==> src/sfrs_pkg.sv <==
// Package of constants and types shared by both ends of the flash rescue link
// Behaviour
// - Host sends both rescue parts in order
// - Burst one: seven clocks, line zero high
// - Burst two: thirteen clocks, line zero high
// - Burst three: twenty-five clocks ends place mode
// - Rescued device stays single-line until power-up
// - Part two: eight clocks, lines zero, three high
// - Part two forces single-line command decoding
// - Host then requests a nonvolatile configuration rewrite
// - Delivered array bytes read all ones
// - Delivered status register reads zero
// - Place mode: three address bytes, no instruction
// - First dummy bit zero keeps, one exits
package sfrs_pkg;
    localparam int          BURST1_CLKS     = 7;
    localparam int          BURST2_CLKS     = 13;
    localparam int          BURST3_CLKS     = 25;
    localparam int          PART2_CLKS      = 8;
    localparam int          XIP_ADDR_BYTES  = 3;
    localparam int          CLK_HZ          = 50_000_000;
    localparam int          MIN_DESELECT_NS = 50;
    localparam int          MIN_DESELECT_CYC =
        (MIN_DESELECT_NS * (CLK_HZ / 1_000_000) + 999) / 1000;
    localparam logic [7:0]  ERASED_BYTE     = 8'hFF;
    localparam logic [7:0]  STATUS_RESET    = 8'h00;
    localparam logic [7:0]  WRITE_NONVOLATILE_CONFIG_CMD = 8'hB1;
    localparam int          SCK_HALF_DIV    = 4;

    typedef enum logic [1:0] {
        SFRS_PROTO_SINGLE,
        SFRS_PROTO_DUAL,
        SFRS_PROTO_QUAD
    } sfrs_proto_type;
endpackage : sfrs_pkg

==> src/sfrs_if.sv <==
// Serial link between rescue host and flash device
`timescale 1ns/10ps
interface sfrs_if;
    logic sel_n;
    logic sck;
    logic serial_data_line_zero;
    logic data_line_three_hold;
    modport host (
        output sel_n,
        output sck,
        output serial_data_line_zero,
        output data_line_three_hold
    );
    modport device (
        input  sel_n,
        input  sck,
        input  serial_data_line_zero,
        input  data_line_three_hold
    );
endinterface : sfrs_if

==> src/sfrs_device.sv <==
// Flash device end: recognises rescue bursts, holds protocol and place-mode state
`timescale 1ns/10ps
module sfrs_device
    import sfrs_pkg::*;
(
    input  wire logic                  i_clk,
    input  wire logic                  i_rst_n,
    sfrs_if.device                     link,
    input  wire logic                  i_nv_xip,
    input  wire sfrs_pkg::sfrs_proto_type i_nv_proto,
    output logic                       o_xip,
    output sfrs_pkg::sfrs_proto_type   o_proto,
    output logic                       o_locked,
    output logic [7:0]                 o_status,
    output logic [7:0]                 o_array_byte,
    output logic [23:0]                o_xip_addr,
    output logic                       o_xip_addr_valid
);
    import sfrs_pkg::*;

    logic [1:0] sel_sync, sck_sync, d0_sync, d3_sync;
    logic       sck_prev, sel_prev;
    logic [5:0] clk_cnt;
    logic       d0_all, d3_all;
    logic [1:0] rescue_step;
    logic       strap_taken;
    logic [23:0] addr_sr;
    logic       confirm_seen;

    always_ff @(posedge i_clk or negedge i_rst_n) begin
        if (!i_rst_n) begin
            sel_sync <= 2'h3;
            sck_sync <= 2'h0;
            d0_sync  <= 2'h0;
            d3_sync  <= 2'h0;
        end else begin
            sel_sync <= {sel_sync[0], link.sel_n};
            sck_sync <= {sck_sync[0], link.sck};
            d0_sync  <= {d0_sync[0], link.serial_data_line_zero};
            d3_sync  <= {d3_sync[0], link.data_line_three_hold};
        end
    end

    wire sel_n    = sel_sync[1];
    wire sck_rise = sck_sync[1] && !sck_prev && !sel_n;
    wire sel_rise = sel_n && !sel_prev;
    wire sel_fall = !sel_n && sel_prev;
    wire d0       = d0_sync[1];
    wire d3       = d3_sync[1];

    // Judged only at deselect so a burst overrunning its count never qualifies
    wire hit1 = sel_rise && d0_all && clk_cnt == 6'(BURST1_CLKS);
    wire hit2 = sel_rise && d0_all && clk_cnt == 6'(BURST2_CLKS);
    wire hit3 = sel_rise && d0_all && clk_cnt == 6'(BURST3_CLKS);
    wire hit_p2 = sel_rise && d0_all && d3_all && clk_cnt == 6'(PART2_CLKS);
    wire addr_done = o_xip && clk_cnt == 6'(XIP_ADDR_BYTES * 8);
    wire confirm_bit = sck_rise && o_xip && clk_cnt == 6'(XIP_ADDR_BYTES * 8)
                       && !confirm_seen;

    always_ff @(posedge i_clk or negedge i_rst_n) begin
        if (!i_rst_n) begin
            sck_prev <= 1'b0;
            sel_prev <= 1'b1;
            clk_cnt  <= 6'h00;
            d0_all   <= 1'b1;
            d3_all   <= 1'b1;
        end else begin
            sck_prev <= sck_sync[1];
            sel_prev <= sel_n;
            if (sel_fall) begin
                clk_cnt <= 6'h00;
                d0_all  <= 1'b1;
                d3_all  <= 1'b1;
            end else if (sck_rise) begin
                if (clk_cnt != 6'h3F)
                    clk_cnt <= clk_cnt + 6'h01;
                d0_all <= d0_all & d0;
                d3_all <= d3_all & d3;
            end
        end
    end

    // Rescue step tracker; any other selection restarts part one; step 3 holds except a seven-clock burst returns it to step 1
    always_ff @(posedge i_clk or negedge i_rst_n) begin
        if (!i_rst_n) begin
            rescue_step <= 2'h0;
        end else if (sel_rise) begin
            if (rescue_step == 2'h0 && hit1)
                rescue_step <= 2'h1;
            else if (rescue_step == 2'h1 && hit2)
                rescue_step <= 2'h2;
            else if (rescue_step == 2'h2 && hit3)
                rescue_step <= 2'h3;
            else if (rescue_step == 2'h3 && hit_p2)
                rescue_step <= 2'h3;
            else if (hit1)
                rescue_step <= 2'h1;
            else
                rescue_step <= (rescue_step == 2'h3) ? 2'h3 : 2'h0;
        end
    end

    // Nonvolatile straps are caught on the first clock after reset release
    always_ff @(posedge i_clk or negedge i_rst_n) begin
        if (!i_rst_n) begin
            strap_taken <= 1'b0;
            o_xip       <= 1'b0;
            o_proto     <= SFRS_PROTO_SINGLE;
            o_locked    <= 1'b0;
        end else if (!strap_taken) begin
            strap_taken <= 1'b1;
            o_xip       <= i_nv_xip;
            o_proto     <= i_nv_proto;
        end else begin
            if (rescue_step == 2'h2 && hit3) begin
                o_xip    <= 1'b0;
                o_locked <= 1'b1;
            end else if (confirm_bit && d0 && !o_locked) begin
                o_xip    <= 1'b0;
            end
            if (hit_p2)
                o_proto <= SFRS_PROTO_SINGLE;
            if (o_locked) begin
                o_xip   <= 1'b0;
                o_proto <= SFRS_PROTO_SINGLE;
            end
        end
    end

    // Place-mode address capture: first three bytes, no instruction byte
    always_ff @(posedge i_clk or negedge i_rst_n) begin
        if (!i_rst_n) begin
            addr_sr          <= 24'h000000;
            o_xip_addr       <= 24'h000000;
            o_xip_addr_valid <= 1'b0;
            confirm_seen     <= 1'b0;
        end else begin
            o_xip_addr_valid <= 1'b0;
            if (sel_fall)
                confirm_seen <= 1'b0;
            if (sck_rise && o_xip && clk_cnt < 6'(XIP_ADDR_BYTES * 8))
                addr_sr <= {addr_sr[22:0], d0};
            if (confirm_bit) begin
                confirm_seen     <= 1'b1;
                o_xip_addr       <= addr_sr;
                o_xip_addr_valid <= !d0 && addr_done;
            end
        end
    end

    // Delivery state: erased array, cleared status
    assign o_array_byte = ERASED_BYTE;
    assign o_status     = STATUS_RESET;
endmodule : sfrs_device

==> src/flat_wrapper.sv <==
// flat-port wrapper written by rule: the top's interface ports become plain ports
module sfrs_device_flat import sfrs_pkg::*;
  (i_clk, i_rst_n, i_nv_xip, i_nv_proto, o_xip, o_proto, o_locked, o_status, o_array_byte, o_xip_addr, o_xip_addr_valid, link_sel_n, link_sck, link_serial_data_line_zero, link_data_line_three_hold);
  sfrs_if link_i ();
  input  wire logic i_clk;
  input  wire logic i_rst_n;
  input  wire logic i_nv_xip;
  input  wire sfrs_pkg::sfrs_proto_type i_nv_proto;
  output logic o_xip;
  output sfrs_pkg::sfrs_proto_type o_proto;
  output logic o_locked;
  output logic [7:0] o_status;
  output logic [7:0] o_array_byte;
  output logic [23:0] o_xip_addr;
  output logic o_xip_addr_valid;
  input wire logic [$bits(link_i.sel_n)-1:0] link_sel_n;
  input wire logic [$bits(link_i.sck)-1:0] link_sck;
  input wire logic [$bits(link_i.serial_data_line_zero)-1:0] link_serial_data_line_zero;
  input wire logic [$bits(link_i.data_line_three_hold)-1:0] link_data_line_three_hold;
  assign link_i.sel_n = link_sel_n;
  assign link_i.sck = link_sck;
  assign link_i.serial_data_line_zero = link_serial_data_line_zero;
  assign link_i.data_line_three_hold = link_data_line_three_hold;
  sfrs_device u_core (.i_clk(i_clk), .i_rst_n(i_rst_n), .link(link_i), .i_nv_xip(i_nv_xip), .i_nv_proto(i_nv_proto), .o_xip(o_xip), .o_proto(o_proto), .o_locked(o_locked), .o_status(o_status), .o_array_byte(o_array_byte), .o_xip_addr(o_xip_addr), .o_xip_addr_valid(o_xip_addr_valid));
endmodule
==> config.mk <==
export PLATFORM = sky130hd
export DESIGN_NAME = sfrs_device_flat
export DESIGN_NICKNAME = d
export VERILOG_FILES = /design/src/sfrs_pkg.sv /design/src/sfrs_if.sv /design/src/sfrs_device.sv /design/src/flat_wrapper.sv
export SDC_FILE = /design/constraint.sdc
export NUM_CORES = 1
export LEC_CHECK = 0
export BUFFER_PORTS_ARGS = -buffer_cell sky130_fd_sc_hd__buf_4
export CAP_MARGIN = 40
export CELL_PAD_IN_SITES_DETAIL_PLACEMENT = 1
export CELL_PAD_IN_SITES_GLOBAL_PLACEMENT = 1
export CORE_MARGIN = 2
export CORE_UTILIZATION = 30
export DETAILED_ROUTE_END_ITERATION = 10
export PLACE_DENSITY_LB_ADDON = 0.1
export RECOVER_POWER = 25
export SYNTH_ARGS = -nofsm -noshare
export SYNTH_HDL_FRONTEND = slang
export SYNTH_SLANG_ARGS = --single-unit
==> constraint.sdc <==
create_clock -name i_clk -period 2.6 [get_ports i_clk]
set_clock_uncertainty 0.05 [all_clocks]
set_input_delay 0.13 -clock i_clk [delete_from_list [all_inputs] [get_ports i_clk]]
set_output_delay 0.13 -clock i_clk [all_outputs]
set_load 0.005 [all_outputs]
==> metrics.md, run 1 <==
| Metric | Value |
|---|---|
| Outcome | finished, final reports clean |
| Library cells used by synthesis | 38 |
| Maximum VDD drop | 0.228 mV |
| Tightest Pin Transition | 1.29 ns |
| Final worst slack | 0.540 ns |
| # setup viols final | 0 |
| Area grow syn2layout | 20.4% |
| Crit end category | register |
| Skew-Pair Late Insertion Delay | 0.34 ns |
| Yosys top cell by area | dfrtp_1 |
| Total gr overflow | 0 |
| Clock buffer depth | 2 |
| Routed via count | 1793 |
| IO Pins | 54 |
| Max Transition Viols Final | 0 |
| GP Congestion | 0.703 |
| Hpwl dp | 3.95 mm |
| DR DRC count | 0 |
| First-pass GRT wire length | 10.1 mm |
| TritonCTS Buffers | 9 |
| Rel. slew slack | 0.139 |
| Antenna Cells | 0 |
| Top cell type's share of synthesized area | 0.575 |
| Startpoint types | register |
| Gr usage total | 0.118 |
| Die width | 105 um |
| Critical setup path kind | register to register |
| Reg clk slew, reported paths | 0.07 ns |
| Post-cts sizing count | 0 |
| Pwr per Cell Area | 572 nW/um^2 |
| Routed WL | 5.86 mm |
| Drt via density | 4.42 |
| Initial antenna violation count | 0 |
| Syn avg cell area | 14.0 um^2 |
| # Max-Cap Violations | 0 |
| Post-CTS setup buffer count | 0 |
| Initial drt markers | 40 |
| Max incr delay on CP | 0.52 ns |
| Min Tclk post-route | 2.06 ns |
| Vias in the first global route | 1943 |
| Synth Instances | 217 |
| Cts hold-fix bufs | 8 |
| Fin. Hold Viols | 0 |
| CP required | 2.77 ns |
| Primary FF master, synth | dfrtp_1 |
| Nets | 282 |
| Unrepaired setup endpoints after global routing | false |
| Root buf cell | clkbuf_8 |
| Final TNS setup | 0 ns |
| CTS H-Tree Depth | 3 |
| Leak pwr | 1.80 nW |
| WP data arrival | 2.23 ns |
| WL/cell | 14.4 um |
| Post-synth EDFFs | 0 |
| Post-Syn Area | 3040 um^2 |
| Port bufs | 37 |
| Pre-antenna DRT Iters | 4 |
| Peak Freq | 486 MHz |
| Clk sinks | 75 |
| CP max stage cell | or3b_1 |
| CP Max Fanout | 13 |
| CP top delay family | simple AND/OR/NAND/NOR gates |
| Worst-path cell chain | or3b_1, nor4_4, buf_4, mux2_2 |
| Initial Utilization | 0.310 |
| Total die area | 11000 um^2 |
| Detail Route Antenna Nets | 0 |
| Post-synthesis sequential area ratio | 0.619 |
| Syn. warnings | 0 |
| Share of cells above drive strength 1 | 0.388 |
| Core ar. | 9820 um^2 |
| Dpl ws | 0.547 ns |
| CP bufs+invs | 1 |
| Seq cells post-synth | 75 |
| Final worst-path cycle share | 0.792 |
| Largest net degree at the start of global routing | 56 |
| Cell row count | 36 |
| Dominant cells by area after synthesis | dfrtp_1 58%, mux2_2 18%, dfstp_2 4.3% |
| CTS tree | yes |
| Fraction of registers with async set/reset | 1.00 |
| Die Ht | 105 um |
| Worst Hold Class | register to register |
[routing by layer]
| metal | part of all wire | up-vias | wire length, um | global-route usage |
|---|---|---|---|---|
| met5 | 0 | - | 0 | 0 |
| met3 | 0.032 | 10 | 188 | 0.0274 |
| met1 | 0.47 | 912 | 2750 | 0.156 |
| met2 | 0.48 | 37 | 2800 | 0.181 |
| li1 | - | 834 | - | - |
| met4 | 0.021 | 0 | 122 | 0.0600 |
[metrics by stage]
stage / cells / hold slack [ns] / cell area [um^2] / total power, W / util
finish: 406 / 0.302 / 3660 / 0.00210 / 0.373
detailed placement: 384 / -0.00280 / 3440 / 0.00139 / 0.350
CTS: 406 / 0.170 / 3670 / 0.00215 / 0.374
global route: 406 / 0.307 / 3660 / 0.00222 / 0.373
global placement: 383 / 0.190 / 3410 / 0.00138 / 0.347
floorplan: 232 / -0.216 / 3100 / 0.00134 / -
[cells by family (layout without fill, tap and decap cells)]
| logic type | count (synthesis) | count (layout) | share of synthesized area |
|---|---|---|---|
| flops | 75 | 75 | 0.619 |
| other cells | 2 | 17 | 0.00247 |
| mux | 48 | 48 | 0.178 |
| simple gates | 39 | 39 | 0.0822 |
| compound gates | 23 | 23 | 0.0497 |
| fa+ha+maj | 3 | 3 | 0.0123 |
| buf+inv | 27 | 68 | 0.0571 |
[sequential cells by signal (all words and copies together) (netlist names)]
signal and flops:
u_core.addr_sr 24, u_core.clk_cnt 6, u_core.confirm_seen 1, u_core.d0_all 1, u_core.d0_sync 2, u_core.d3_all 1
u_core.d3_sync 2, u_core.o_locked 1, u_core.o_proto 2, u_core.o_xip 1, u_core.o_xip_addr 24, u_core.o_xip_addr_valid 1
u_core.rescue_step 2, u_core.sck_prev 1, u_core.sck_sync 2, u_core.sel_prev 1, u_core.sel_sync 2, u_core.strap_taken 1
[cell usage in the layout (no fill, tap or decap), types with 2 or more instances in the layout]
master / n
inv_1: 5
nand2b_1: 5
nand2_1: 7
a32o_1: 2
a31oi_1: 2
o21ai_0: 8
dfrtp_1: 70
ha_1: 3
nor2b_1: 3
clkbuf_8: 9
nand4b_1: 3
nand3_1: 4
nor3_1: 3
or3_1: 3
nor2_1: 2
buf_4: 35
conb_1: 17
mux2_2: 48
clkbuf_4: 4
a22o_1: 2
dfstp_2: 4
clkinv_2: 2
clkbuf_1: 3
a21oi_1: 3
dlygate4sd3_1: 8
[worst register-to-register path, cell delays in order (launching register included)]
cell and delay, ns:
dfstp_1 0.42, or3b_1 0.52, nor4_4 0.32, buf_4 0.28, mux2_2 0.36
[path summary, 6_finish.rpt]
path	startpoint	to	slack, ns	cells after the start
max in group asynchronous	i_rst_n	u_core.d0_all	1.03	3
worst min register to register	u_core.d0_sync[0]	u_core.d0_sync[1]	0.30	0
min in group asynchronous	i_rst_n	u_core.rescue_step[0]	0.56	2
worst min-delay path	u_core.d0_sync[0]	u_core.d0_sync[1]	0.30	0
worst max register to register	u_core.sel_sync[1]	u_core.o_xip_addr[5]	0.54	4
worst max-delay path	u_core.sel_sync[1]	u_core.o_xip_addr[5]	0.54	4
[synth_stat cells, types with 2 or more instances]
library cell,n
nand2b_1,5
a31oi_1,2
dfrtp_1,70
a32o_1,2
o21ai_0,8
mux2_2,48
or3_1,3
nand2_1,7
nor3_1,3
nor2b_1,3
dfstp_2,5
nand4b_1,3
inv_1,5
nand3_1,4
a22o_1,2
nor2_1,2
a21oi_1,3
clkbuf_1,3
buf_4,17
ha_1,3
conb_1,2
[cell type report]
class | count | area [um^2]
clock inverters | 3 | 17.5
repair buffers | 49 | 404
inverters | 5 | 18.8
fillers | 1106 | 6150
multi-input cells | 130 | 1040
clock buffers | 11 | 131
flip-flops and latches | 75 | 1880
well taps | 133 | 166
[where the power goes]
part | switching, W | leakage [nW] | internal, W
combinational | 0.0000661 | 0.721 | 0.0000613
sequential | 0.0000323 | 1.00 | 0.00121
clock | 0.000391 | 0.0750 | 0.000333
total | 0.000489 | 1.80 | 0.00161
Note: power is estimated with default switching activity, not from simulation.
==> run 2: changes to the inputs <==
Settings changed: ABC_AREA set to 1.
Clock period 2.6 ns to 1.75 ns, I/O delays scaled along.
==> metrics.md, run 2 <==
| Metric | Value |
|---|---|
| Initial drt markers | 57 |
| Dominant cells by area after synthesis | dfrtp_1 55%, nand2_1 10%, inv_1 5.4% |
| Final worst-path cycle share | 0.894 |
| Final hold slack | 0.300 ns |
| Critical setup path kind | register to register |
| CP required | 1.93 ns |
| CP top delay family | flip-flops |
| Post-synthesis sequential area ratio | 0.588 |
| Placed Instances | 518 |
| Hold Path Depth | 0 |
| Pre-antenna DRT Iters | 4 |
| Leak pwr | 1.90 nW |
| WL/cell | 12.5 um |
| Yosys top cell by area | dfrtp_1 |
| Largest net degree at the start of global routing | 49 |
| CP Max Fanout | 24 |
| GP Congestion | 0.788 |
| TritonCTS Buffers | 9 |
| Maximum VDD drop | 0.408 mV |
| Max incr delay on CP | 0.44 ns |
| Post-synth EDFFs | 0 |
| Share of cells above drive strength 1 | 0.204 |
| Reg2Reg Setup Slack | 0.19 ns |
| Clock buffer depth | 2 |
| Worst-path cell chain | inv_1, ha_1, nand4_4, buf_12, nand2_1, o21ai_0 |
| Tightest Pin Transition | 1.03 ns |
| Seq cells post-synth | 75 |
| Detail Route Antenna Nets | 0 |
| Unrepaired setup endpoints after global routing | false |
| Peak Freq | 639 MHz |
| Reg clk slew, reported paths | 0.09 ns |
| Syn avg cell area | 9.26 um^2 |
| Area grow syn2layout | 23.2% |
| Post-route insts no fill | 542 |
| Rel. slew slack | 0.316 |
| Most frequent cells in the layout | 85 x nand2_1, 70 x dfrtp_1, 46 x inv_1 |
| Min Tclk post-route | 1.56 ns |
| Post-Syn Area | 3200 um^2 |
| Port bufs | 37 |
| Total gr overflow | 0 |
| Fin. Hold Viols | 0 |
| Commonest non-fill, non-tap cell in the layout | nand2_1 |
| WP data arrival | 1.74 ns |
| Cell row count | 37 |
| WP depth | 6 |
| Crit end category | register |
| Primary FF master, synth | dfrtp_1 |
| DR DRC count | 0 |
| Hpwl dp | 4.73 mm |
| # setup viols final | 0 |
| Initial antenna violation count | 0 |
| R2r worst-path depth | 6 |
| Fraction of registers with async set/reset | 1.00 |
| CTS H-Tree Depth | 3 |
| Worst Hold Class | register to register |
| Core ar. | 10300 um^2 |
| Gr usage total | 0.129 |
| Nets | 413 |
| CP bufs+invs | 2 |
| Max Transition Viols Final | 0 |
| Root buf cell | clkbuf_8 |
| Pwr Total | 0.00377 W |
| Pwr per Cell Area | 957 nW/um^2 |
| Most frequent cell after synthesis | nand2_1 |
| Skew-Pair Late Insertion Delay | 0.34 ns |
| Final TNS setup | 0 ns |
| CP max stage cell | dfrtp_1 |
| Die width | 107 um |
| Routed via count | 2272 |
| # Max-Cap Violations | 0 |
| Top flop regs | u_core.addr_sr x24, u_core.o_xip_addr x24, u_core.clk_cnt x6 |
| Drt via density | 4.19 |
| Die Ht | 107 um |
| Total die area | 11500 um^2 |
| Top cells by count, synth | 86 x nand2_1, 70 x dfrtp_1, 46 x inv_1 |
| Synth Instances | 346 |
| Post-CTS setup buffer count | 0 |
| Vias in the first global route | 2367 |
| CTS tree | yes |
| Routed WL | 6.80 mm |
| Syn. warnings | 0 |
| Antenna Cells | 0 |
| First-pass GRT wire length | 11.5 mm |
| Initial Utilization | 0.310 |
| Top cell type's share of synthesized area | 0.547 |
| Outcome | finished, final reports clean |
| Startpoint types | register |
| IO Pins | 54 |
| Library cells used by synthesis | 24 |
| Clk sinks | 75 |
run 2: cell count changes in the layout (fill, tap and decap cells not counted), sizes merged, moves of 3 or more:
cell    before  now
nand2b       5    0
nand4b       3    0
buf         36   42
o21ai        8   58
nand2        7   88
nor2         2   22
mux2        48    0
nand3        4   17
inv          5   49
nor3         3    0
or3          3    0
a21oi        3    0
nor2b        3    0
run 2: kinds of logic after synthesis:
kind of cell	synth area share
AND/OR/NAND/NOR	0.175
buffers and inverters	0.120
flip-flops	0.588
AO/OA/AOI/OAI	0.0984
adder cells (fa/ha/maj)	0.0117
XOR/XNOR	0.00547
other	0.00234
run 2: layout make-up:
class                      instances  area (um^2)
clock inverter                     5         86.3
clock buffer                      11          141
inverter                          49          184
sequential                        75         1880
timing repair buffer              55          480
multi-input combinational        211         1000
fill                            1215         6380
tap                              136          170
run 2: metal layers:
metal,up-vias,part of all wire,GRT usage
li1,1149,-,-
met1,1067,0.49,0.176
met2,47,0.46,0.203
met3,9,0.034,0.0242
met4,0,0.016,0.0522
met5,-,0,0
run 2: per-stage QoR:
step	worst slack [ns]	area, um^2	utilization
detailed placement	0.0770	3640	0.352
global route	0.0126	3950	0.382
finish	0.186	3950	0.382
CTS	0.0789	3950	0.382
floorplan	0.366	3260	-
global placement	0.135	3640	0.352
run 2: power breakdown:
part           internal (W)  switching, W  leakage [nW]
sequential          0.00182     0.0000633         0.999
combinational      0.000134      0.000233         0.789
clock              0.000851      0.000676         0.114
run 2: path summary, 6_finish.rpt:
| check | from | endpoint |
|---|---|---|
| max | u_core.clk_cnt[0] | u_core.o_xip_addr[9] |
| min | u_core.sck_sync[0] | u_core.sck_sync[1] |
| max reg2reg | u_core.clk_cnt[0] | u_core.o_xip_addr[9] |
| min reg2reg | u_core.sck_sync[0] | u_core.sck_sync[1] |
| max in group asynchronous | i_rst_n | u_core.addr_sr[17] |
| min in group asynchronous | i_rst_n | u_core.addr_sr[15] |
run 2: what timing repair did:
item	4_1_cts	5_1_grt
gates resized for setup	0	1
setup endpoints to repair	0	2
hold buffers	8	0
endpoints found under the hold margin	37	0
==> run 3: changes to the inputs <==
==> constraint.sdc (replaced) <==
create_clock -name i_clk -period 1.75 [get_ports i_clk]
set_clock_uncertainty 0.05 [all_clocks]
set_input_delay 0.175 -clock i_clk [delete_from_list [all_inputs] [get_ports i_clk]]
set_output_delay 0.175 -clock i_clk [all_outputs]
set_load 0.005 [all_outputs]
==> metrics.md, run 3 (synthesized netlist as in run 2, its figures left out) <==
| Metric | Value |
|---|---|
| Die Ht | 107 um |
| Port bufs | 37 |
| Share of cells above drive strength 1 | 0.209 |
| Antenna Cells | 0 |
| Filler Cell Count | 1234 |
| Largest net degree at the start of global routing | 49 |
| Placed Instances | 519 |
| Max layer used | met4 |
| TritonCTS Buffers | 9 |
| Reg-to-reg startpoint | u_core.clk_cnt[0] |
| Hold Path Depth | 0 |
| Routed via count | 2275 |
| Cell row count | 37 |
| Total gr overflow | 0 |
| Nets | 414 |
| Vias in the first global route | 2331 |
| Area of the multi-input gates | 1000 um^2 |
| Final worst-path cycle share | 0.909 |
| Worst min-delay path startpoint | u_core.sck_sync[0] |
| Final Util | 0.380 |
| Tightest Pin Transition | 0.705 ns |
| Gr usage total | 0.124 |
| Maximum VDD drop | 0.458 mV |
| Skew-Pair Late Insertion Delay | 0.35 ns |
| Crit end category | register |
| # setup viols final | 0 |
| CP top delay family | flip-flops |
| Clk sinks | 75 |
| WP data arrival | 1.77 ns |
| Core ar. | 10300 um^2 |
| Most frequent cells in the layout | 85 x nand2_1, 70 x dfrtp_1, 46 x inv_1 |
| Fin. Hold Viols | 0 |
| Worst-path cell chain | inv_1, ha_1, nand4_4, buf_12, nand2_1, o21ai_0 |
| Initial drt markers | 99 |
| Sequential cell area | 1880 um^2 |
| # Max-Cap Violations | 0 |
| Min Tclk post-route | 1.59 ns |
| Top flop regs | u_core.addr_sr x24, u_core.o_xip_addr x24, u_core.clk_cnt x6 |
| Die width | 107 um |
| Final TNS setup | 0 ns |
| First-pass GRT wire length | 11.1 mm |
| Initial antenna violation count | 0 |
| R2r worst-path depth | 6 |
| Hpwl dp | 4.56 mm |
| Rel. slew slack | 0.530 |
| Metal3 WL | 296 um |
| Startpoint types | register |
| Detail Route Antenna Nets | 0 |
| Area grow syn2layout | 22.5% |
| CP required | 1.93 ns |
| Max Transition Viols Final | 0 |
| DR DRC count | 0 |
| Commonest non-fill, non-tap cell in the layout | nand2_1 |
| CP max stage cell | dfrtp_1 |
| Initial Utilization | 0.310 |
| Total die area | 11500 um^2 |
| Post-CTS setup buffer count | 0 |
| Leak pwr | 1.89 nW |
| Routed WL | 6.43 mm |
| Pwr Total | 0.00364 W |
| WHS Endpoint | u_core.sck_sync[1] |
| Clock buffer depth | 2 |
| Root buf cell | clkbuf_8 |
| Max incr delay on CP | 0.45 ns |
| Unrepaired setup endpoints after global routing | false |
| Critical setup path kind | register to register |
| Wire length on met1 | 3.27 mm |
| GP Congestion | 0.771 |
| CP bufs+invs | 2 |
| Outcome | finished, final reports clean |
| Worst reg2reg endpoint | u_core.o_xip_addr[7] |
| Pre-antenna DRT Iters | 4 |
| Reg clk slew, reported paths | 0.08 ns |
| CTS H-Tree Depth | 3 |
| Peak Freq | 629 MHz |
| Pwr per Cell Area | 929 nW/um^2 |
| CTS tree | yes |
| WL/cell | 11.8 um |
| IO Pins | 54 |
| Post-route insts no fill | 543 |
| Length of routed met2 wiring | 2.79 mm |
| Worst Hold Class | register to register |
| CP Max Fanout | 22 |
| Drt via density | 4.19 |
| Reg2Reg Setup Slack | 0.16 ns |
## run 3: area by class of cell
| type | count | share of cell area |
|---|---|---|
| sequential | 75 | 0.480 |
| tap | 136 | 0.0434 |
| multi-input combinational | 211 | 0.255 |
| inverter | 49 | 0.0469 |
| timing repair buffer | 56 | 0.121 |
| clock buffer | 11 | 0.0386 |
| clock inverter | 5 | 0.0153 |
## run 3: stage by stage
step,worst slack (ns),hold slack [ns],instance area (um^2)
global route,0.0523,0.317,3930
CTS,0.101,0.230,3940
detailed placement,0.104,0.0771,3650
finish,0.159,0.302,3930
floorplan,0.366,-0.171,3260
global placement,0.143,0.0718,3650
## run 3: layer usage
layer / vias to the layer above / GRT usage
met4: 0 / 0.0522
met5: - / 0
met3: 6 / 0.0339
met2: 50 / 0.185
met1: 1065 / 0.170
li1: 1154 / -
## run 3: repair_timing
action	in CTS	in global routing
resized for setup	0	1
setup endpoints to repair	0	2
hold buffers	8	0
hold endpoints to repair	32	0
## run 3: power breakdown
| group | leakage [nW] | switching (W) | internal [W] |
|---|---|---|---|
| Clock | 0.106 | 0.000662 | 0.000742 |
| Combinational | 0.789 | 0.000228 | 0.000133 |
| Sequential | 0.999 | 0.0000624 | 0.00182 |
| Total | 1.89 | 0.000953 | 0.00269 |
## run 3: worst max-delay path by stage
| stage | end | slack [ns] | cells past startpoint | from |
|---|---|---|---|---|
| 2_1_floorplan | u_core.o_xip_addr[16] | 0.37 | 7 | u_core.clk_cnt[0] |
| 3_3_place_gp | u_core.clk_cnt[2] | 0.14 | 9 | u_core.clk_cnt[0] |
| 3_5_place_dp | u_core.clk_cnt[5] | 0.10 | 9 | u_core.clk_cnt[0] |
| 4_1_cts | u_core.clk_cnt[5] | 0.10 | 9 | u_core.clk_cnt[0] |
| 5_1_grt | u_core.o_xip_addr[7] | 0.05 | 6 | u_core.clk_cnt[0] |
| 6_report | u_core.o_xip_addr[7] | 0.16 | 6 | u_core.clk_cnt[0] |
